### src/logic/cfg_regs_pkg.sv
// Purpose: Constants for the two converter configuration registers
// Assumes: 8-bit registers, register command port as documented
// Notes: Addresses, field positions, reset values, field codes and modulator rates
package cfg_regs_pkg;
  localparam logic [1:0] ADDR_INPUT_GAIN = 2'h0;
  localparam logic [1:0] ADDR_RATE_MODE = 2'h1;
  localparam logic [7:0] RESET_INPUT_GAIN = 8'h00;
  localparam logic [7:0] RESET_RATE_MODE = 8'h00;
  // Register zero fields
  localparam int INPUT_SELECT_LSB = 4;
  localparam int GAIN_LSB = 1;
  localparam int AMP_BYPASS_POS = 0;
  // Register one fields
  localparam int RATE_SELECT_LSB = 5;
  localparam int OP_MODE_POS = 4;
  localparam int CONV_MODE_POS = 3;
  localparam int REF_SELECT_LSB = 1;
  localparam int TEMP_SENSOR_POS = 0;
  localparam logic [2:0] GAIN_CODE_8 = 3'h3;
  localparam logic [2:0] RATE_RESERVED = 3'h7;
  localparam logic [3:0] INPUT_SELECT_DEFAULT = 4'h0;
  // Modulator clock rates in kHz
  localparam int MOD_KHZ_NORMAL = 256;
  localparam int MOD_KHZ_TURBO = 512;
  typedef enum logic [1:0]
  {
    REF_INTERNAL = 2'b00,
    REF_EXTERNAL = 2'b01,
    REF_SUPPLY = 2'b10
  } ref_src_e;
endpackage : cfg_regs_pkg

### src/logic/cfg_field_if.sv
// Purpose: Raw register fields passed to the effective-setting decoder
// Assumes: Single clock
// Notes: Carrier between the register bank and decoder
`timescale 1ns/1ps
interface cfg_field_if;
  logic [7:0] input_gain;
  logic [7:0] rate_mode;
  modport bank (output input_gain, output rate_mode);
  modport dec (input input_gain, input rate_mode);
endinterface : cfg_field_if

### src/logic/cfg_effective_decode.sv
// Purpose: Turns raw register fields into effective analog controls
// Assumes: Fields held in flip-flops upstream
// Notes: Purely combinational
`timescale 1ns/1ps
module cfg_effective_decode
(
  // Raw fields
  cfg_field_if.dec fields,
  // Effective controls
  output logic [3:0] input_select_field_out,
  output logic [2:0] gain_out,
  output logic amp_enable_out,
  output logic [2:0] rate_select_field_out,
  output logic turbo_out,
  output logic [9:0] mod_clock_khz_out,
  output logic continuous_out,
  output cfg_regs_pkg::ref_src_e ref_src_out,
  output logic temp_mode_out
);
  wire [3:0] raw_mux = fields.input_gain[cfg_regs_pkg::INPUT_SELECT_LSB +: 4];
  wire [2:0] raw_gain = fields.input_gain[cfg_regs_pkg::GAIN_LSB +: 3];
  wire raw_bypass = fields.input_gain[cfg_regs_pkg::AMP_BYPASS_POS];
  wire [1:0] raw_ref = fields.rate_mode[cfg_regs_pkg::REF_SELECT_LSB +: 2];
  wire temp = fields.rate_mode[cfg_regs_pkg::TEMP_SENSOR_POS];
  wire high_gain = raw_gain >= cfg_regs_pkg::GAIN_CODE_8;
  wire turbo = fields.rate_mode[cfg_regs_pkg::OP_MODE_POS];

  // Temperature mode masks register zero entirely
  assign temp_mode_out = temp;
  assign input_select_field_out = temp ? cfg_regs_pkg::INPUT_SELECT_DEFAULT : raw_mux;
  assign gain_out = temp ? 3'h0 : raw_gain;
  // Bypass only honoured below gain 8
  assign amp_enable_out = temp | high_gain | ~raw_bypass;
  // Rate code meaning depends on turbo; downstream pairs both
  assign rate_select_field_out = fields.rate_mode[cfg_regs_pkg::RATE_SELECT_LSB +: 3];
  assign turbo_out = turbo;
  assign mod_clock_khz_out = turbo ? 10'(cfg_regs_pkg::MOD_KHZ_TURBO)
                                   : 10'(cfg_regs_pkg::MOD_KHZ_NORMAL);
  assign continuous_out = fields.rate_mode[cfg_regs_pkg::CONV_MODE_POS];
  assign ref_src_out = temp ? cfg_regs_pkg::REF_INTERNAL
                     : (raw_ref[1] ? cfg_regs_pkg::REF_SUPPLY
                     : (raw_ref[0] ? cfg_regs_pkg::REF_EXTERNAL : cfg_regs_pkg::REF_INTERNAL));
endmodule : cfg_effective_decode

### src/logic/adc_config_regs_zero_one.sv
// Purpose: Configuration registers zero and one of a delta-sigma converter
// Assumes: Serial-bus engine decodes register read and write commands upstream
// Notes: Power-down does not touch the stored values
// Function
// - Register zero at address zero, resets zero
// - Register one at address one, resets zero
// - Amplifier stays enabled for gain eight up
// - Rate code meaning depends on operating mode
// - Modulator 256 kHz normal, 512 kHz turbo
// - Conversion mode bit: single-shot or continuous
// - Reference field picks internal, external, supply
// - Temperature bit enables sensor measurement mode
// - Temperature mode ignores register zero settings
// - Temperature mode forces internal reference
// - Host accesses registers by read/write commands
// - Values retained during power-down
`timescale 1ns/1ps
module adc_config_regs_zero_one
(
  // Clock and reset
  input wire logic clk_in,
  input wire logic srst_in,
  // Register command port from serial-bus engine
  input wire logic register_write_command_in,
  input wire logic register_read_command_in,
  input wire logic [1:0] reg_addr_in,
  input wire logic [7:0] wr_data_in,
  output logic [7:0] rd_data_out,
  output logic rd_valid_out,
  // Power state
  input wire logic power_down_in,
  // Effective analog controls
  output logic [3:0] input_select_field_out,
  output logic [2:0] gain_out,
  output logic amp_enable_out,
  output logic [2:0] rate_select_field_out,
  output logic turbo_out,
  output logic [9:0] mod_clock_khz_out,
  output logic continuous_out,
  output cfg_regs_pkg::ref_src_e ref_src_out,
  output logic temp_mode_out
);
  cfg_field_if fields();
  logic [7:0] input_gain_config;
  logic [7:0] rate_mode_config;
  logic [7:0] next_rd_data;

  // Shared by the write enables and the read select
  function automatic logic addr_match(input logic [1:0] addr, input logic [1:0] target);
    return addr == target;
  endfunction : addr_match

  wire hit_zero = addr_match(reg_addr_in, cfg_regs_pkg::ADDR_INPUT_GAIN);
  wire hit_one = addr_match(reg_addr_in, cfg_regs_pkg::ADDR_RATE_MODE);
  // Power-down gates nothing here, so contents survive it
  wire wr_zero = register_write_command_in & hit_zero;
  wire wr_one = register_write_command_in & hit_one;
  // Unmapped addresses read as zero
  assign next_rd_data = hit_zero ? input_gain_config
                      : (hit_one ? rate_mode_config : 8'h00);

  always_ff @(posedge clk_in)
  begin
    if (srst_in)
      input_gain_config <= cfg_regs_pkg::RESET_INPUT_GAIN;
    else if (wr_zero)
      input_gain_config <= wr_data_in;
  end

  always_ff @(posedge clk_in)
  begin
    if (srst_in)
      rate_mode_config <= cfg_regs_pkg::RESET_RATE_MODE;
    else if (wr_one)
      rate_mode_config <= wr_data_in;
  end

  always_ff @(posedge clk_in)
  begin
    if (srst_in)
    begin
      rd_data_out <= 8'h00;
      rd_valid_out <= 1'b0;
    end
    else
    begin
      rd_valid_out <= register_read_command_in;
      if (register_read_command_in)
        rd_data_out <= next_rd_data;
    end
  end

  assign fields.input_gain = input_gain_config;
  assign fields.rate_mode = rate_mode_config;

  cfg_effective_decode u_decode
  (
    .fields(fields.dec),
    .input_select_field_out(input_select_field_out),
    .gain_out(gain_out),
    .amp_enable_out(amp_enable_out),
    .rate_select_field_out(rate_select_field_out),
    .turbo_out(turbo_out),
    .mod_clock_khz_out(mod_clock_khz_out),
    .continuous_out(continuous_out),
    .ref_src_out(ref_src_out),
    .temp_mode_out(temp_mode_out)
  );

  property p_reset_zero;
    @(posedge clk_in) srst_in |=> (input_gain_config == 8'h00 && rate_mode_config == 8'h00);
  endproperty
  a_reset_zero: assert property (p_reset_zero) else $error("Registers not cleared by reset");

  property p_write_one;
    @(posedge clk_in) disable iff (srst_in)
      (register_write_command_in && reg_addr_in == 2'h1) |=> rate_mode_config == $past(wr_data_in);
  endproperty
  a_write_one: assert property (p_write_one) else $error("Register one write lost");

  property p_amp_high_gain;
    @(posedge clk_in) disable iff (srst_in)
      (!temp_mode_out && input_gain_config[3:1] >= 3'h3) |-> amp_enable_out;
  endproperty
  a_amp_high_gain: assert property (p_amp_high_gain) else $error("Amplifier bypassed at high gain");

  property p_bypass_low_gain;
    @(posedge clk_in) disable iff (srst_in)
      (!temp_mode_out && input_gain_config[3:1] < 3'h3 && input_gain_config[0]) |-> !amp_enable_out;
  endproperty
  a_bypass_low_gain: assert property (p_bypass_low_gain) else $error("Bypass ignored at low gain");

  property p_mod_clock;
    @(posedge clk_in) disable iff (srst_in)
      mod_clock_khz_out == (rate_mode_config[4] ? 10'(cfg_regs_pkg::MOD_KHZ_TURBO) : 10'(cfg_regs_pkg::MOD_KHZ_NORMAL));
  endproperty
  a_mod_clock: assert property (p_mod_clock) else $error("Modulator clock wrong");

  property p_continuous;
    @(posedge clk_in) disable iff (srst_in)
      (register_write_command_in && reg_addr_in == 2'h1) |=> continuous_out == $past(wr_data_in[3]);
  endproperty
  a_continuous: assert property (p_continuous) else $error("Conversion mode not applied");

  property p_ref_supply;
    @(posedge clk_in) disable iff (srst_in)
      (!rate_mode_config[0] && rate_mode_config[2]) |-> ref_src_out == cfg_regs_pkg::REF_SUPPLY;
  endproperty
  a_ref_supply: assert property (p_ref_supply) else $error("Supply reference not chosen");

  property p_temp_ref;
    @(posedge clk_in) disable iff (srst_in)
      rate_mode_config[0] |-> (ref_src_out == cfg_regs_pkg::REF_INTERNAL && amp_enable_out && gain_out == 3'h0);
  endproperty
  a_temp_ref: assert property (p_temp_ref) else $error("Temperature mode settings wrong");

  property p_readback;
    @(posedge clk_in) disable iff (srst_in)
      (register_read_command_in && reg_addr_in == 2'h0) |=> (rd_valid_out && rd_data_out == $past(input_gain_config));
  endproperty
  a_readback: assert property (p_readback) else $error("Read data mismatch");

  property p_retain_pd;
    @(posedge clk_in) disable iff (srst_in)
      (power_down_in && !register_write_command_in) |=> $stable(input_gain_config) && $stable(rate_mode_config);
  endproperty
  a_retain_pd: assert property (p_retain_pd) else $error("Values changed in power-down");

  property p_reset_read;
    @(posedge clk_in)
      srst_in
      |=> (!rd_valid_out && rd_data_out == 8'h00);
  endproperty
  a_reset_read: assert property (p_reset_read) else $error("Read port not cleared by reset");

  property p_reset_fields;
    @(posedge clk_in)
      srst_in
      |=> (amp_enable_out && ref_src_out == cfg_regs_pkg::REF_INTERNAL && !continuous_out && !temp_mode_out);
  endproperty
  a_reset_fields: assert property (p_reset_fields) else $error("Controls not at defaults after reset");

  property p_write_zero;
    @(posedge clk_in) disable iff (srst_in)
      (register_write_command_in && reg_addr_in == 2'h0)
      |=> input_gain_config == $past(wr_data_in);
  endproperty
  a_write_zero: assert property (p_write_zero) else $error("Register zero write lost");

  property p_write_zero_only;
    @(posedge clk_in) disable iff (srst_in)
      (register_write_command_in && reg_addr_in == 2'h0)
      |=> $stable(rate_mode_config);
  endproperty
  a_write_zero_only: assert property (p_write_zero_only) else $error("Register zero write hit register one");

  property p_write_one_only;
    @(posedge clk_in) disable iff (srst_in)
      (register_write_command_in && reg_addr_in == 2'h1)
      |=> $stable(input_gain_config);
  endproperty
  a_write_one_only: assert property (p_write_one_only) else $error("Register one write hit register zero");

  property p_unmapped_write;
    @(posedge clk_in) disable iff (srst_in)
      (register_write_command_in && reg_addr_in[1])
      |=> ($stable(input_gain_config) && $stable(rate_mode_config));
  endproperty
  a_unmapped_write: assert property (p_unmapped_write) else $error("Unmapped write changed a register");

  property p_idle_hold;
    @(posedge clk_in) disable iff (srst_in)
      !register_write_command_in
      |=> ($stable(input_gain_config) && $stable(rate_mode_config));
  endproperty
  a_idle_hold: assert property (p_idle_hold) else $error("Register changed without a write");

  property p_read_one;
    @(posedge clk_in) disable iff (srst_in)
      (register_read_command_in && reg_addr_in == 2'h1)
      |=> (rd_valid_out && rd_data_out == $past(rate_mode_config));
  endproperty
  a_read_one: assert property (p_read_one) else $error("Register one read mismatch");

  property p_read_unmapped;
    @(posedge clk_in) disable iff (srst_in)
      (register_read_command_in && reg_addr_in[1])
      |=> (rd_valid_out && rd_data_out == 8'h00);
  endproperty
  a_read_unmapped: assert property (p_read_unmapped) else $error("Unmapped read not zero");

  property p_rd_valid_pulse;
    @(posedge clk_in) disable iff (srst_in)
      !register_read_command_in
      |=> !rd_valid_out;
  endproperty
  a_rd_valid_pulse: assert property (p_rd_valid_pulse) else $error("Read valid without a read");

  property p_rd_data_hold;
    @(posedge clk_in) disable iff (srst_in)
      !register_read_command_in
      |=> $stable(rd_data_out);
  endproperty
  a_rd_data_hold: assert property (p_rd_data_hold) else $error("Read data moved without a read");

  property p_rate_field;
    @(posedge clk_in) disable iff (srst_in)
      rate_select_field_out == rate_mode_config[7:5];
  endproperty
  a_rate_field: assert property (p_rate_field) else $error("Rate code not passed on");

  property p_turbo_bit;
    @(posedge clk_in) disable iff (srst_in)
      turbo_out == rate_mode_config[4];
  endproperty
  a_turbo_bit: assert property (p_turbo_bit) else $error("Operating mode not passed on");

  property p_cm_level;
    @(posedge clk_in) disable iff (srst_in)
      continuous_out == rate_mode_config[3];
  endproperty
  a_cm_level: assert property (p_cm_level) else $error("Conversion mode not passed on");

  property p_temp_bit;
    @(posedge clk_in) disable iff (srst_in)
      temp_mode_out == rate_mode_config[0];
  endproperty
  a_temp_bit: assert property (p_temp_bit) else $error("Temperature mode not passed on");

  property p_ref_internal;
    @(posedge clk_in) disable iff (srst_in)
      (!rate_mode_config[0] && rate_mode_config[2:1] == 2'h0)
      |-> ref_src_out == cfg_regs_pkg::REF_INTERNAL;
  endproperty
  a_ref_internal: assert property (p_ref_internal) else $error("Internal reference not chosen");

  property p_ref_external;
    @(posedge clk_in) disable iff (srst_in)
      (!rate_mode_config[0] && rate_mode_config[2:1] == 2'h1)
      |-> ref_src_out == cfg_regs_pkg::REF_EXTERNAL;
  endproperty
  a_ref_external: assert property (p_ref_external) else $error("External reference not chosen");

  property p_temp_mux;
    @(posedge clk_in) disable iff (srst_in)
      rate_mode_config[0]
      |-> input_select_field_out == 4'h0;
  endproperty
  a_temp_mux: assert property (p_temp_mux) else $error("Input select leaked in temperature mode");

  property p_temp_amp;
    @(posedge clk_in) disable iff (srst_in)
      rate_mode_config[0]
      |-> amp_enable_out;
  endproperty
  a_temp_amp: assert property (p_temp_amp) else $error("Bypass leaked in temperature mode");

  property p_mux_pass;
    @(posedge clk_in) disable iff (srst_in)
      !rate_mode_config[0]
      |-> input_select_field_out == input_gain_config[7:4];
  endproperty
  a_mux_pass: assert property (p_mux_pass) else $error("Input select not passed on");

  property p_gain_pass;
    @(posedge clk_in) disable iff (srst_in)
      !rate_mode_config[0]
      |-> gain_out == input_gain_config[3:1];
  endproperty
  a_gain_pass: assert property (p_gain_pass) else $error("Gain not passed on");

  property p_amp_no_bypass;
    @(posedge clk_in) disable iff (srst_in)
      (!rate_mode_config[0] && !input_gain_config[0])
      |-> amp_enable_out;
  endproperty
  a_amp_no_bypass: assert property (p_amp_no_bypass) else $error("Amplifier off without bypass");
endmodule : adc_config_regs_zero_one

### config.mk
export PLATFORM = sky130hd
export DESIGN_NAME = adc_config_regs_zero_one
export DESIGN_NICKNAME = d
export VERILOG_FILES = /design/src/logic/cfg_regs_pkg.sv /design/src/logic/cfg_field_if.sv /design/src/logic/cfg_effective_decode.sv /design/src/logic/adc_config_regs_zero_one.sv
export SDC_FILE = /design/constraint.sdc
export NUM_CORES = 1
export LEC_CHECK = 0
export BUFFER_PORTS_ARGS = -buffer_cell sky130_fd_sc_hd__buf_4
export CAP_MARGIN = 20
export CORE_MARGIN = 2
export CORE_UTILIZATION = 51
export DETAILED_ROUTE_END_ITERATION = 8
export PLACE_DENSITY = 0.85
export SLEW_MARGIN = 10
export SYNTH_ARGS = -nofsm -noshare
export SYNTH_HDL_FRONTEND = slang
export SYNTH_HIERARCHICAL = 1
export SYNTH_SLANG_ARGS = --single-unit
### constraint.sdc
create_clock -name clk_in -period 1.8 [get_ports clk_in]
set_clock_uncertainty 0.1 [all_clocks]
set_input_delay 0.09 -clock clk_in [delete_from_list [all_inputs] [get_ports clk_in]]
set_output_delay 0.09 -clock clk_in [all_outputs]
set_load 0.01 [all_outputs]
==> impl_metrics.csv <==
group,metric,value,unit
clock_tree,cts_buffers,3,
critical_path,crit_path_start_kind,"primary input",
critical_path,cp_slowest_cell,"dlygate4sd3_1",
critical_path,r2r-start,"fields.input_gain[7]",
timing,slew_violations,0,
critical_path,crit_path_frequent_cell,"dlygate4sd3_1",
detailed_routing,drt-total-wl,2660,µm
clock_tree,htreeDepth,1,
critical_path,path_cells,"dlygate4sd3_1 -> buf_4 -> nor3b_2 -> mux2i_1 -> dlygate4sd3_1",
critical_path,cp_data_arrival_time,1800,ps
detailed_routing,vias_per_cell,4.95,
synthesis,syn_area,0.00126,mm²
run,drv_cap,0,
global_route,antenna_found_initial,0,
clock_tree,clockRootBuffer,"clkbuf_4",
clock_tree,post_cts_buffers,0,
pwr,p_total,0.993,mW
global_route,grt_max_degree,28,
timing,tightest_slew,625,ps
timing,fmax,611,MHz
global_route,grt_util_all_layers,20.2,%
clock_tree,clock_sinks,25,
detailed_routing,remaining_drc_errors,0,
global_route,grt_overflow,0,
synthesis,synth_top_area_share,39.6,%
floorplanning,io_pins,50,
synthesis,yosys_warnings,6,
critical_path,end_kind,"flip-flop",
synthesis,synth_area_leader_cell,"dfxtp_1",
timing,slew-limit-headroom,58.2,%
global_route,grt_pass1_vias,949,
finish,fin_util,67.5,%
critical_path,path_max_fanout,5,
finish,n_antenna_cell,0,
global_route,grt_pass1_wl,4170,µm
clock_tree,clk_latency,310,ps
worst_hold_path,hp-start,"register_write_command_in",
detailed_routing,vias,966,
detailed_routing,wire_per_inst,13.7,µm
pwr,p_per_area,611,mW/mm²
detailed_routing,ant_nets,0,
timing,setup_violations,0,
finish,fin_nets,181,
clock_tree,cts_tree,"built",
outcome,outcome,"completed",
critical_path,cp-startpoint,"reg_addr_in[1]",
finish,drive_gt1_share,32.1,%
critical_path,crit_type,"in2reg",
placement,portBuffers,40,
timing,tns,0,ps
detailed_routing,drtIter0Drc,14,
critical_path,r2r_cells,3,
timing,grt_setup_unrepaired,"false",
placement,place_congestion,0.735,
global_route,use_met1,24.8,%
synthesis,avgSynthCellArea,10.3,µm²
critical_path,slowest_delay,550,ps
global_route,use_met2,35.4,%
synthesis,yosysUniqueCellTypes,20,
worst_hold_path,min_path_cells,3,
placement,dp_hpwl,1860,µm
synthesis,ys_seq_area_share,39.6,%
timing,period_share,90.9,%
timing,fin_crit,1640,ps
floorplanning,die_w,53.8,µm
synthesis,ys_ff_latch,25,
timing,finalHoldViolCount,0,
floorplanning,initial_core_util,52.4,%
detailed_routing,firstDrtPassIters,4,
floorplanning,core.rowCount,18,
critical_path,required,1960,ps
global_route,grt_use_met3,2.78,%
worst_hold_path,min_path_type,"in2reg",
clock_tree,clk_pin_slew,130,ps
floorplanning,die_h,53.8,µm
clock_tree,cts.path.max_buffers,2,
floorplanning,core_area,0.00241,mm²
pwr,p_leak,0.762,nW
floorplanning,dieArea,0.00289,mm²
synthesis,ys_top_cells_by_area,"dfxtp_1 40%, mux2i_1 19%, nand2b_1 12%, buf_4 8.9%, and2b_2 5.6%",
global_route,busiest_layer,"met2",
synthesis,syn_inst,123,
finish,area_growth,28.8,%
pwr,peakVddDrop,0.485,mV
==> path summary, 6_finish.rpt <==
check | end | slack (ps)
max | fields.input_gain[7] | 160
min | fields.rate_mode[7] | 60
max reg2reg | fields.input_gain[7] | 540
min reg2reg | rd_data_out[6] | 380
==> cell families (layout without fill, tap and decap cells) <==
| logic type | count (synthesis) | in the layout | share of synthesized area [%] |
|---|---|---|---|
| flip-flops | 25 | 25 | 39.6 |
| other | 1 | 8 | 0.297 |
| AND/OR/NAND/NOR | 43 | 43 | 23.5 |
| AO/OA/AOI/OAI | 8 | 8 | 5.55 |
| buffers and inverters | 22 | 57 | 12.0 |
| multiplexers | 24 | 24 | 19.0 |
==> stage by stage <==
step           cell area [µm²]  std cells  hold slack, ps  worst slack (ps)
4_1_cts                   1620        194            1.47               274
5_1_grt                   1630        195            85.6              86.6
3_3_place_gp              1480        179             221               552
6_report                  1630        195            62.5               164
3_5_place_dp              1480        179             234               546
2_1_floorplan             1290        130             118               872
==> per-layer routing <==
layer / vias up / wire, µm / share of wire [%]
met5: - / 0 / 0
met4: 0 / 14 / 0.53
met3: 2 / 107 / 4.0
met2: 24 / 1390 / 52
met1: 464 / 1160 / 43
li1: 476 / - / -
==> timing repair <==
action / 4_1_cts / 5_1_grt
endpoints found under the hold margin: 17 / 1
hold buffers: 11 / 1
resized for setup: 0 / 0
==> cells in the final DEF, fill, tap and decap left out <==
cell and count:
buf_4 40, dfxtp_1 25, nand2b_1 24, mux2i_1 24, dlygate4sd3_1 12, o2bb2ai_1 8
and2b_2 8, conb_1 8, clkbuf_4 3, nor2_1 2, or3b_1 2, nor3b_2 1
and3b_1 1, nand3b_1 1, nor2b_1 1, clkinv_2 1, inv_1 1, nand2_1 1
nand3_1 1, nor3b_1 1
==> flip-flops by register name, indices dropped and copies added, names as in the netlist <==
| name | flops |
|---|---|
| rd_data_out | 8 |
| fields.rate_mode | 8 |
| rd_valid_out | 1 |
| fields.input_gain | 8 |
==> final cells by class <==
class / instances / area, µm²
fill: 184 / 783
clock inverter: 1 / 5.00
multi-input combinational: 83 / 637
inverter: 1 / 3.75
sequential: 25 / 500
timing repair buffer: 52 / 420
clock buffer: 3 / 22.5
tap: 30 / 37.5
==> synthesized netlist by cell type <==
library cell / n
dfxtp_1: 25
mux2i_1: 24
nand2b_1: 24
buf_4: 15
and2b_2: 8
o2bb2ai_1: 8
buf_2: 4
nor2_1: 2
or3b_1: 2
and3b_1: 1
buf_6: 1
clkbuf_1: 1
conb_1: 1
inv_1: 1
nand2_1: 1
nand3_1: 1
nand3b_1: 1
nor2b_1: 1
nor3b_1: 1
nor3b_2: 1
==> report_power, final <==
part / switching, mW / total [mW] / internal, mW
registers: 0.0144 / 0.583 / 0.569
clock network: 0.165 / 0.248 / 0.0830
logic: 0.0708 / 0.162 / 0.0915
==> critical path: cells and delay by family <==
kind / cells / cell delay, ps
buffers and inverters: 3 / 1240
multiplexers: 1 / 210
AND/OR/NAND/NOR: 1 / 260
Note: power is estimated with default switching activity, not from simulation.
